## src/fault_code_defs.svh

```systemverilog
`ifndef FAULT_CODE_DEFS_SVH
`define FAULT_CODE_DEFS_SVH

// ----------------------------------------
// timing
// ----------------------------------------
`define CLK_HZ           40000000
`define IN_LOSS_TIME_MS  1000

// ----------------------------------------
// register byte addresses
// ----------------------------------------
`define ADDR_CTRL        8'h00
`define ADDR_STATUS      8'h04
`define ADDR_INT_STAT    8'h08
`define ADDR_INT_MASK    8'h0c
`define ADDR_FAULT_RST   8'h10

// ----------------------------------------
// control fields and reset values
// ----------------------------------------
`define CTRL_SEL_LSB     0
`define CTRL_OUT_EN_BIT  2
`define CTRL_IN_EN_BIT   3
`define CTRL_PFS_LSB     4
`define SEL_RST          2'h0
`define OUT_EN_RST       1'b1
`define IN_EN_RST        1'b0
`define PFS_RST          2'h0

// ----------------------------------------
// interrupt bits
// ----------------------------------------
`define INT_FAULT        0
`define INT_IN_TRIP      1
`define INT_OUT_TRIP     2
`define INT_PF_DECEL     3
`define INT_SHUTOFF      4

// ----------------------------------------
// fault input positions
// ----------------------------------------
`define FLT_OC_ACCEL     0
`define FLT_OC_CONST     1
`define FLT_OC_DECEL     2
`define FLT_OVERVOLT     3
`define FLT_MOTOR_THM    4
`define FLT_TRANS_THM    5
`define FLT_POWER_DIP    6
`define FLT_UNDERVOLT    7
`define FLT_HEATSINK     8
`define FLT_BRAKE        9
`define FLT_GROUND       10
`define FLT_EXT_THM      11
`define FLT_STALL        12
`define FLT_OPTION       13
`define FLT_OPT_SLOT     14

// ----------------------------------------
// fault codes
// ----------------------------------------
`define CODE_NORMAL      4'h0
`define CODE_OC_ACCEL    4'h1
`define CODE_OC_CONST    4'h2
`define CODE_OC_DECEL    4'h3
`define CODE_OVERVOLT    4'h4
`define CODE_MOTOR_THM   4'h5
`define CODE_TRANS_THM   4'h6
`define CODE_POWER_DIP   4'h7
`define CODE_UNDERVOLT   4'h8
`define CODE_HEATSINK    4'h9
`define CODE_BRAKE       4'ha
`define CODE_GROUND      4'hb
`define CODE_EXT_THM     4'hc
`define CODE_STALL       4'hd
`define CODE_OPTION      4'he
`define CODE_OTHER       4'hf

`endif

```

## src/fault_code_pkg.sv

```systemverilog
package fault_code_pkg;

    typedef enum logic [1:0] {SEL_OFF, SEL_ALWAYS, SEL_ON_FAULT, SEL_RSVD} code_sel_e;

    typedef struct packed {
        logic [3:0]  sync1;
        logic [3:0]  sync2;
        code_sel_e   sel;
        logic        out_en;
        logic        in_en;
        logic [1:0]  pfs;
        logic        latched;
        logic [3:0]  code;
        logic [31:0] cnt;
        logic        in_trip;
        logic        out_trip;
        logic        pf_decel;
        logic        shutoff;
        logic [4:0]  int_stat;
        logic [4:0]  int_mask;
        logic        irq;
        logic [3:0]  term;
        logic        pready;
        logic        pslverr;
        logic [31:0] prdata;
    } state_s;

endpackage : fault_code_pkg

```

## src/fault_code_output.sv

```systemverilog
// What this block does
// select 0: no code; terminals carry their assigned normal functions
// select 1: code always driven; zero while no fault
// select 2: code only during a fault; assigned functions otherwise
// 4-bit code, bit3 most significant; 1 turns the transistor on
// fixed mapping of each known fault to codes 1 to E
// any unlisted fault gives code F, all outputs on
// select 1 or 2 plus fault: code overrides the function assignment
// output phase loss enable resets to 1; 0 suppresses that trip
// input phase loss enable resets to 0; no trip while 0
// input phase loss trips only after 1 s of continuous loss
// nonzero power-fail stop: decelerate instead of input loss trip
// loss of first and second phases: shut output off, no trip
// code held while fault latched; normal content only after reset
`include "fault_code_defs.svh"

module fault_code_output #(
    parameter int unsigned IN_LOSS_CYC = `IN_LOSS_TIME_MS * (`CLK_HZ / 1000)
) (
    // clock and reset
    input  wire logic        clk_i,
    input  wire logic        rst_i,
    // apb slave
    input  wire logic        psel_i,
    input  wire logic        penable_i,
    input  wire logic        pwrite_i,
    input  wire logic [7:0]  paddr_i,
    input  wire logic [31:0] pwdata_i,
    output logic      [31:0] prdata_o,
    output logic             pready_o,
    output logic             pslverr_o,
    // drive fault sources and assigned terminal functions
    input  wire logic [15:0] fault_i,
    input  wire logic [3:0]  normal_sig_i,
    // phase loss pins (asynchronous)
    input  wire logic        out_phase_lost_i,
    input  wire logic [2:0]  in_phase_lost_i,
    // open-collector terminals, 1 = transistor on
    output logic             code_bit3_o,
    output logic             code_bit2_o,
    output logic             code_bit1_o,
    output logic             code_bit0_o,
    // drive actions
    output logic             trip_o,
    output logic             pf_decel_o,
    output logic             out_shutoff_o,
    output logic             irq_o
);

    fault_code_pkg::state_s s_r;
    fault_code_pkg::state_s s_nxt;

    // ----------------------------------------
    // fault priority encoder
    // ----------------------------------------
    function automatic logic [3:0] encode(input logic [15:0] f);
        logic [3:0] c;
        c = `CODE_OTHER;
        if (f[`FLT_OC_ACCEL])       c = `CODE_OC_ACCEL;
        else if (f[`FLT_OC_CONST])  c = `CODE_OC_CONST;
        else if (f[`FLT_OC_DECEL])  c = `CODE_OC_DECEL;
        else if (f[`FLT_OVERVOLT])  c = `CODE_OVERVOLT;
        else if (f[`FLT_MOTOR_THM]) c = `CODE_MOTOR_THM;
        else if (f[`FLT_TRANS_THM]) c = `CODE_TRANS_THM;
        else if (f[`FLT_POWER_DIP]) c = `CODE_POWER_DIP;
        else if (f[`FLT_UNDERVOLT]) c = `CODE_UNDERVOLT;
        else if (f[`FLT_HEATSINK])  c = `CODE_HEATSINK;
        else if (f[`FLT_BRAKE])     c = `CODE_BRAKE;
        else if (f[`FLT_GROUND])    c = `CODE_GROUND;
        else if (f[`FLT_EXT_THM])   c = `CODE_EXT_THM;
        else if (f[`FLT_STALL])     c = `CODE_STALL;
        else if (f[`FLT_OPTION] || f[`FLT_OPT_SLOT])
            c = `CODE_OPTION;
        return c;
    endfunction : encode

    // ----------------------------------------
    // combinational next state
    // ----------------------------------------
    logic        wr;
    logic        rd;
    logic        fault_rst;
    logic        in_detect;
    logic        rs_lost;
    logic        in_done;
    logic        out_hit;
    logic [15:0] fault_all;
    logic [4:0]  ev;

    always_comb
    begin
        s_nxt = s_r;
        wr = psel_i && penable_i && s_r.pready && pwrite_i;
        rd = psel_i && penable_i && !s_r.pready && !pwrite_i;
        fault_rst = wr && (paddr_i == `ADDR_FAULT_RST) && pwdata_i[0];

        s_nxt.sync1 = {out_phase_lost_i, in_phase_lost_i};
        s_nxt.sync2 = s_r.sync1;

        rs_lost = s_r.sync2[0] && s_r.sync2[1];
        in_detect = s_r.in_en && (|s_r.sync2[2:0]) && !rs_lost;
        s_nxt.shutoff = s_r.in_en && rs_lost;

        // continuous-loss timer, restarts on any gap
        in_done = 1'b0;
        if (!in_detect || s_r.in_trip || s_r.pf_decel)
            s_nxt.cnt = 32'h0;
        else if (s_r.cnt == IN_LOSS_CYC - 1)
            in_done = 1'b1;
        else
            s_nxt.cnt = s_r.cnt + 32'h1;

        if (in_done && s_r.pfs != 2'h0)
            s_nxt.pf_decel = 1'b1;
        if (in_done && s_r.pfs == 2'h0)
            s_nxt.in_trip = 1'b1;

        out_hit = s_r.out_en && s_r.sync2[3];
        if (out_hit)
            s_nxt.out_trip = 1'b1;

        // latch first fault and hold it until reset
        fault_all = fault_i;
        if (s_r.in_trip || s_r.out_trip)
            fault_all[15] = 1'b1;
        if (!s_r.latched && (|fault_all))
        begin
            s_nxt.latched = 1'b1;
            s_nxt.code = encode(fault_all);
        end
        if (fault_rst)
        begin
            s_nxt.latched = 1'b0;
            s_nxt.code = `CODE_NORMAL;
            s_nxt.in_trip = 1'b0;
            s_nxt.out_trip = 1'b0;
            s_nxt.pf_decel = 1'b0;
        end

        // terminal content
        case (s_r.sel)
            fault_code_pkg::SEL_ALWAYS:
                s_nxt.term = s_r.latched ? s_r.code : `CODE_NORMAL;
            fault_code_pkg::SEL_ON_FAULT:
                s_nxt.term = s_r.latched ? s_r.code : normal_sig_i;
            default:
                s_nxt.term = normal_sig_i;
        endcase

        // sticky events, set wins over clear
        ev = '0;
        ev[`INT_FAULT] = !s_r.latched && s_nxt.latched;
        ev[`INT_IN_TRIP] = !s_r.in_trip && s_nxt.in_trip;
        ev[`INT_OUT_TRIP] = !s_r.out_trip && s_nxt.out_trip;
        ev[`INT_PF_DECEL] = !s_r.pf_decel && s_nxt.pf_decel;
        ev[`INT_SHUTOFF] = !s_r.shutoff && s_nxt.shutoff;
        if (wr && paddr_i == `ADDR_INT_STAT)
            s_nxt.int_stat = s_r.int_stat & ~pwdata_i[4:0];
        s_nxt.int_stat = s_nxt.int_stat | ev;
        s_nxt.irq = |(s_nxt.int_stat & s_nxt.int_mask);

        // register writes
        if (wr && paddr_i == `ADDR_CTRL)
        begin
            s_nxt.sel = fault_code_pkg::code_sel_e'(pwdata_i[`CTRL_SEL_LSB +: 2]);
            s_nxt.out_en = pwdata_i[`CTRL_OUT_EN_BIT];
            s_nxt.in_en = pwdata_i[`CTRL_IN_EN_BIT];
            s_nxt.pfs = pwdata_i[`CTRL_PFS_LSB +: 2];
        end
        if (wr && paddr_i == `ADDR_INT_MASK)
            s_nxt.int_mask = pwdata_i[4:0];
        s_nxt.irq = |(s_nxt.int_stat & s_nxt.int_mask);

        // apb: one wait state, answer in second access cycle
        s_nxt.pready = psel_i && penable_i && !s_r.pready;
        s_nxt.pslverr = 1'b0;
        s_nxt.prdata = 32'h0;
        if (psel_i && penable_i && !s_r.pready)
        begin
            case (paddr_i)
                `ADDR_CTRL:
                    s_nxt.prdata = {26'h0, s_r.pfs, s_r.in_en, s_r.out_en, s_r.sel};
                `ADDR_STATUS:
                    s_nxt.prdata = {23'h0, s_r.shutoff, s_r.pf_decel, s_r.out_trip,
                                    s_r.in_trip, s_r.latched, s_r.code};
                `ADDR_INT_STAT:
                    s_nxt.prdata = {27'h0, s_r.int_stat};
                `ADDR_INT_MASK:
                    s_nxt.prdata = {27'h0, s_r.int_mask};
                `ADDR_FAULT_RST:
                    s_nxt.prdata = 32'h0;
                default:
                    s_nxt.pslverr = 1'b1;
            endcase
            if (!rd)
                s_nxt.prdata = 32'h0;
        end
    end

    // ----------------------------------------
    // state register
    // ----------------------------------------
    always_ff @(posedge clk_i)
    begin
        if (rst_i)
        begin
            s_r <= '0;
            s_r.sel <= fault_code_pkg::code_sel_e'(`SEL_RST);
            s_r.out_en <= `OUT_EN_RST;
            s_r.in_en <= `IN_EN_RST;
            s_r.pfs <= `PFS_RST;
        end
        else
            s_r <= s_nxt;
    end

    // ----------------------------------------
    // outputs
    // ----------------------------------------
    assign code_bit3_o = s_r.term[3];
    assign code_bit2_o = s_r.term[2];
    assign code_bit1_o = s_r.term[1];
    assign code_bit0_o = s_r.term[0];
    assign trip_o = s_r.latched;
    assign pf_decel_o = s_r.pf_decel;
    assign out_shutoff_o = s_r.shutoff;
    assign irq_o = s_r.irq;
    assign prdata_o = s_r.prdata;
    assign pready_o = s_r.pready;
    assign pslverr_o = s_r.pslverr;

    logic [3:0] term_w;
    assign term_w = {code_bit3_o, code_bit2_o, code_bit1_o, code_bit0_o};
endmodule : fault_code_output

```

## config.mk

```make
export PLATFORM = sky130hd
export DESIGN_NAME = fault_code_output
export DESIGN_NICKNAME = d
export VERILOG_FILES = /design/src/fault_code_pkg.sv /design/src/fault_code_output.sv
export VERILOG_INCLUDE_DIRS = /design/src
export SDC_FILE = /design/constraint.sdc
export NUM_CORES = 1
export LEC_CHECK = 0
export BUFFER_PORTS_ARGS = -buffer_cell sky130_fd_sc_hd__buf_2
export CORE_AREA = 2 2 93 95
export CTS_CLUSTER_DIAMETER = 80
export DETAILED_ROUTE_END_ITERATION = 8
export DIE_AREA = 0 0 95 97
export PLACE_DENSITY = 0.75
export RECOVER_POWER = 25
export SKIP_LAST_GASP = 1
export SYNTH_ARGS = -nofsm -noshare
export SYNTH_HDL_FRONTEND = slang
export SYNTH_SLANG_ARGS = --single-unit
export TNS_END_PERCENT = 100
```

## constraint.sdc

```tcl
create_clock -name clk_i -period 2.2 [get_ports clk_i]
set_clock_uncertainty 0.1 [all_clocks]
set_input_delay 0.44 -clock clk_i [delete_from_list [all_inputs] [get_ports clk_i]]
set_output_delay 0.44 -clock clk_i [all_outputs]
set_load 0.005 [all_outputs]
```

### Yosys cells after proc, flatten, opt, wreduce, memory -nomap -nowiden

Cells that the tools add are included.

* input bits: 69
* register bits: 104
* word-level logic and storage cells: 111

* reduce and logical (&&, ||, !) cells: 47
* $add $sub $neg: 1
* bitwise logic cells: 6
* multiplexer cells: 30
* eq/ne operators: 7

Operators with widths (count)
* $mux 4: 9
* $pmux 9 s4: 1
* $add 32x1->32 const B: 1
* $eq 32x26->1 const B: 1
* $logic_and 1x1->1: 23
* $mux 5: 4
* $eq 8x4->1 const B: 2
* $reduce_or 16->1: 1
* $mux 3: 5
* $and 5x5->5: 2
* $reduce_or 5->1: 2
* $logic_not 1->1: 9
* $eq 8x3->1 const B: 1
* $eq 8x5->1 const B: 1
* $logic_not 8->1: 1
* $mux 1: 8
* $pmux 4 s2: 1
* $reduce_or 2->1: 3
* $reduce_or 3->1: 2
* $not 5->5: 1
* $or 5x5->5: 1
* $logic_or 1x1->1: 4
* $mux 2: 2
* $eq 2x1->1 const B: 1
* other kinds (4): 5

### Depth between registers and ports, before layout

* depth in word-level cells: 21
* depth in mapped cells: 8
* gate-level depth less buffers: 7

### Worst setup path before layout

No wires, ideal clock.

* path type: input port to flip-flop
* start: input paddr_i[1]
* end: register s_r, in the netlist irq_o
* setup time: 125 ps
* arrival time: 2037 ps
* data required time: 1975 ps
* setup slack: -62 ps
* stages on the path: 6
* path through: nor4_2 > nand2_2 > or4_4 > a22oi_2 > o22ai_1 > o41a_1

* cells in the longest elaborated chain, start to end: 8
* elaborated cells between the ends (all ways): 18
* classes of those cells: 3 x eq/ne; 4 x mux; 2 x bitwise; 9 x reduce/logical

RTL lines
* from (decl): RTL line fault_code_output.sv:27 `input wire logic [7:0] paddr_i,`
* $eq 8x5->1
* $logic_and 1x1->1 (2 in series): RTL line fault_code_output.sv:95 `` fault_rst = wr && (paddr_i == `ADDR_FAULT_RST) && pwdata_i[0]; ``
* $mux 5 or $mux 3 (tied branches): RTL line fault_code_output.sv:131 `if (fault_rst)`
* $logic_and 1x1->1 (on tied branches)
* $or 5x5->5: RTL line fault_code_output.sv:159 `s_nxt.int_stat = s_nxt.int_stat | ev;`
* $and 5x5->5 *: RTL line fault_code_output.sv:172 `s_nxt.irq = |(s_nxt.int_stat & s_nxt.int_mask);`
* $reduce_or 5->1 *: RTL line fault_code_output.sv:172
* to (signal assigned): RTL line fault_code_output.sv:214 `s_r <= s_nxt;`
* to (decl): RTL line fault_code_output.sv:50 `fault_code_pkg::state_s s_r;`

Every way passes the cells marked *; elsewhere a longest branch is shown, timed or not.
A chain may end at the register's enable or synchronous reset.

### Worst setup path in the final report

* start: register s_r[53] (netlist bit)
* end: register s_r, in the netlist irq_o

* cells in the longest elaborated chain, start to end: 10
* elaborated cells between the ends (all ways): 13
* classes of those cells: 1 x eq/ne; 5 x mux; 2 x bitwise; 5 x reduce/logical

RTL lines
* $eq 32x26->1 *: RTL line fault_code_output.sv:108 `else if (s_r.cnt == IN_LOSS_CYC - 1)`
* $mux 1 *: RTL line fault_code_output.sv:108
* $mux 1 *: RTL line fault_code_output.sv:106 `if (!in_detect || s_r.in_trip || s_r.pf_decel)`
* $logic_and 1x1->1 (on tied branches): RTL line fault_code_output.sv:115, fault_code_output.sv:113
* $mux 1 (on tied branches): RTL line fault_code_output.sv:115, fault_code_output.sv:113
* $mux 3 *: RTL line fault_code_output.sv:131
* $logic_and 1x1->1 (on tied branches): RTL line fault_code_output.sv:153, fault_code_output.sv:155
* $or 5x5->5 *: RTL line fault_code_output.sv:159
* $and 5x5->5 *: RTL line fault_code_output.sv:172
* $reduce_or 5->1 *: RTL line fault_code_output.sv:172

Marks and branches as above.

==> flow_metrics.env <==
export IMPL_status="finished, final reports clean"
export IMPL_grt_pass1_wl_um=13100
export IMPL_p_leak_nw=1.68
export IMPL_fin_crit_sh_pct=93.2
export IMPL_final_cell_area_mm2=0.00439
export IMPL_wire_per_inst_um=12.9
export IMPL_crit_type="reg2reg"
export IMPL_coreArea_mm2=0.00813
export IMPL_drt_wl_total_um=7940
export IMPL_fillCellCount=739
export IMPL_grt_pass1_vias=3013
export IMPL_worstSetupEndpointType="register"
export IMPL_place_gp_congestion=0.859
export IMPL_clock_sinks=81
export IMPL_rows=33
export IMPL_start_util_pct=46.5
export IMPL_via_per_inst=5.13
export IMPL_crit_path_start_kind="register"
export IMPL_dr_pass1_iters=4
export IMPL_maxCapViolations=0
export IMPL_cts_max_path_buffers=2
export IMPL_synth_flop_cell="dfxtp_1"
export IMPL_ys_ff_latch=81
export IMPL_peakVddDrop_uv=452
export IMPL_die_h_um=97
export IMPL_dp_hpwl_um=5970
export IMPL_finalSetupViolCount=0
export IMPL_first_iter_violations=103
export IMPL_synth_warnings=0
export IMPL_utilization_pct=53.9
export IMPL_netlist_instances=430
export IMPL_htreeDepth=3
export IMPL_netlist_area_leader_share_pct=42.8
export IMPL_area_growth_pct=15.9
export IMPL_slew_viol_final=0
export IMPL_timing_final_hold_violations=0
export IMPL_synth_edf_count=0
export IMPL_clkLatencyLatePin_ns=0.35
export IMPL_ys_types=57
export IMPL_synth_area_top_cells="dfxtp_1, nor2_1, buf_4"
export IMPL_arrival_ns=2.24
export IMPL_syn_area_mm2=0.00378
export IMPL_ios=111
export IMPL_crit_required_ns=2.39
export IMPL_ant_nets=0
export IMPL_place_area_mm2=0.00424
export IMPL_synthMostInstantiatedCell="dfxtp_1"
export IMPL_antenna_found_initial=0
export IMPL_postCtsSetupBuffers=0
export IMPL_async_reset_ff_share_pct=0
export IMPL_rsz0062_at_grt="no"
export IMPL_grt_util_all_layers_pct=17.7
export IMPL_portBuffers=61
export IMPL_drc=0
export IMPL_critPathMaxFanout=12
export IMPL_synth_common_cells="dfxtp_1, nor2_1, buf_4"
export IMPL_cts_buffers=9
export IMPL_dp_cells=602
export IMPL_holdCritPathClass="in2reg"
export IMPL_synth_top_area_cell="dfxtp_1"
export IMPL_path_clk_slew_ns=0.08
export IMPL_grt_remaining_overflow=0
export IMPL_fin_cells=617
export IMPL_root_buffer="clkbuf_8"
export IMPL_hold_ws_ns=0.207
export IMPL_cts_hold_buf=0
export IMPL_grt_start_max_net_pins=33
export IMPL_synth_yosys_seq_area_share_pct=42.8
export IMPL_cts_tree="built"
export IMPL_fin_crit_ns=2.05
export IMPL_dieWidth_um=95
export IMPL_power_mw=2.58
export IMPL_pwr_density_cell_mw_per_mm2=587
export IMPL_dr_total_vias=3166
export IMPL_layout_nets=580
export IMPL_syn_avg_cell_area_um2=8.80
export IMPL_cts_resized=0
export IMPL_fmax_ghz=0.488
export IMPL_die_area_mm2=0.00922
export IMPL_antenna_cells=0
export IMPL_drive_gt1_share_pct=23.0
[cell type report]
cell class | count | area, µm² | area share, %
clock buffer | 9 | 124 | 2.82
inverter | 14 | 52.6 | 1.20
clock inverter | 6 | 36.3 | 0.827
sequential | 81 | 1620 | 37.0
tap | 105 | 131 | 2.99
timing repair buffer | 88 | 500 | 11.4
multi-input combinational | 314 | 1920 | 43.8
[cells in the final DEF (no fill, tap or decap), types with 4 or more instances in the layout]
master	count
nand2_1	21
a21oi_1	20
clkinv_2	4
or3_1	6
mux2_2	4
dfxtp_1	81
clkbuf_1	6
nor2b_1	11
conb_1	23
nor3_1	13
a22oi_1	5
buf_4	27
o21ai_0	12
nor2_1	75
xor2_1	14
xnor2_1	11
a222oi_1	4
nand4_1	14
nand3_1	8
clkbuf_8	9
buf_2	55
inv_1	14
mux2i_1	16
and2_1	5
[logic make-up (layout without fill, tap and decap cells)]
logic type | count (synthesis) | in the layout | synth area share [%]
other | 1 | 23 | 0.0991
buffers and inverters | 57 | 117 | 8.89
xor gates and xnor gates | 25 | 25 | 5.79
and+or+nand+nor | 188 | 188 | 26.4
AOI/OAI and AO/OA | 55 | 55 | 9.59
muxes | 20 | 20 | 5.42
adders and majority gates | 3 | 3 | 0.992
DFF | 81 | 81 | 42.8
[per-layer routing]
metal  track usage, %  part of all wire (%)  vias up
li1                 -                     -     1591
met1             20.1                    43     1482
met2             31.1                    50       82
met3             5.30                   4.8       11
met4             5.69                   1.9        0
met5                0                     0        -
[registers in the layout, indices dropped and copies added, names as in the netlist, 4 cells and up]
name	cells
prdata_o	9
s_nxt	4
s_r	58
term_w	4
[path summary, 6_finish.rpt]
check	slack (ns)	cells past startpoint	endpoint	from
worst max-delay path	0.15	8	irq_o	s_r[53]
worst min-delay path	0.21	2	s_nxt[98]	in_phase_lost_i[2]
worst max register to register	0.15	8	irq_o	s_r[53]
worst min register to register	0.34	1	s_r[97]	s_nxt[97]
[worst max-delay path: stages (launching register included)]
cell      delay [ns]
dfxtp_1         0.37
ha_1            0.18
nand4_1         0.15
or2_2           0.35
nor3_2          0.17
buf_4           0.19
nand4b_1        0.13
a21oi_1         0.19
o41a_1          0.16
[power by group]
group          internal [mW]  switching [mW]  leakage [nW]
Combinational         0.0767          0.0905         0.938
Sequential              1.49          0.0135         0.657
Clock                  0.397           0.514        0.0846
[through the flow]
stage | TNS [ns] | setup slack (ns)
6_report | 0 | 0.151
2_1_floorplan | -0.00468 | -0.00468
3_5_place_dp | -0.190 | -0.190
5_1_grt | 0 | 0.0000979
3_3_place_gp | -0.150 | -0.150
4_1_cts | 0 | 0.142
No activity file was read; power rests on OpenSTA's default activity.
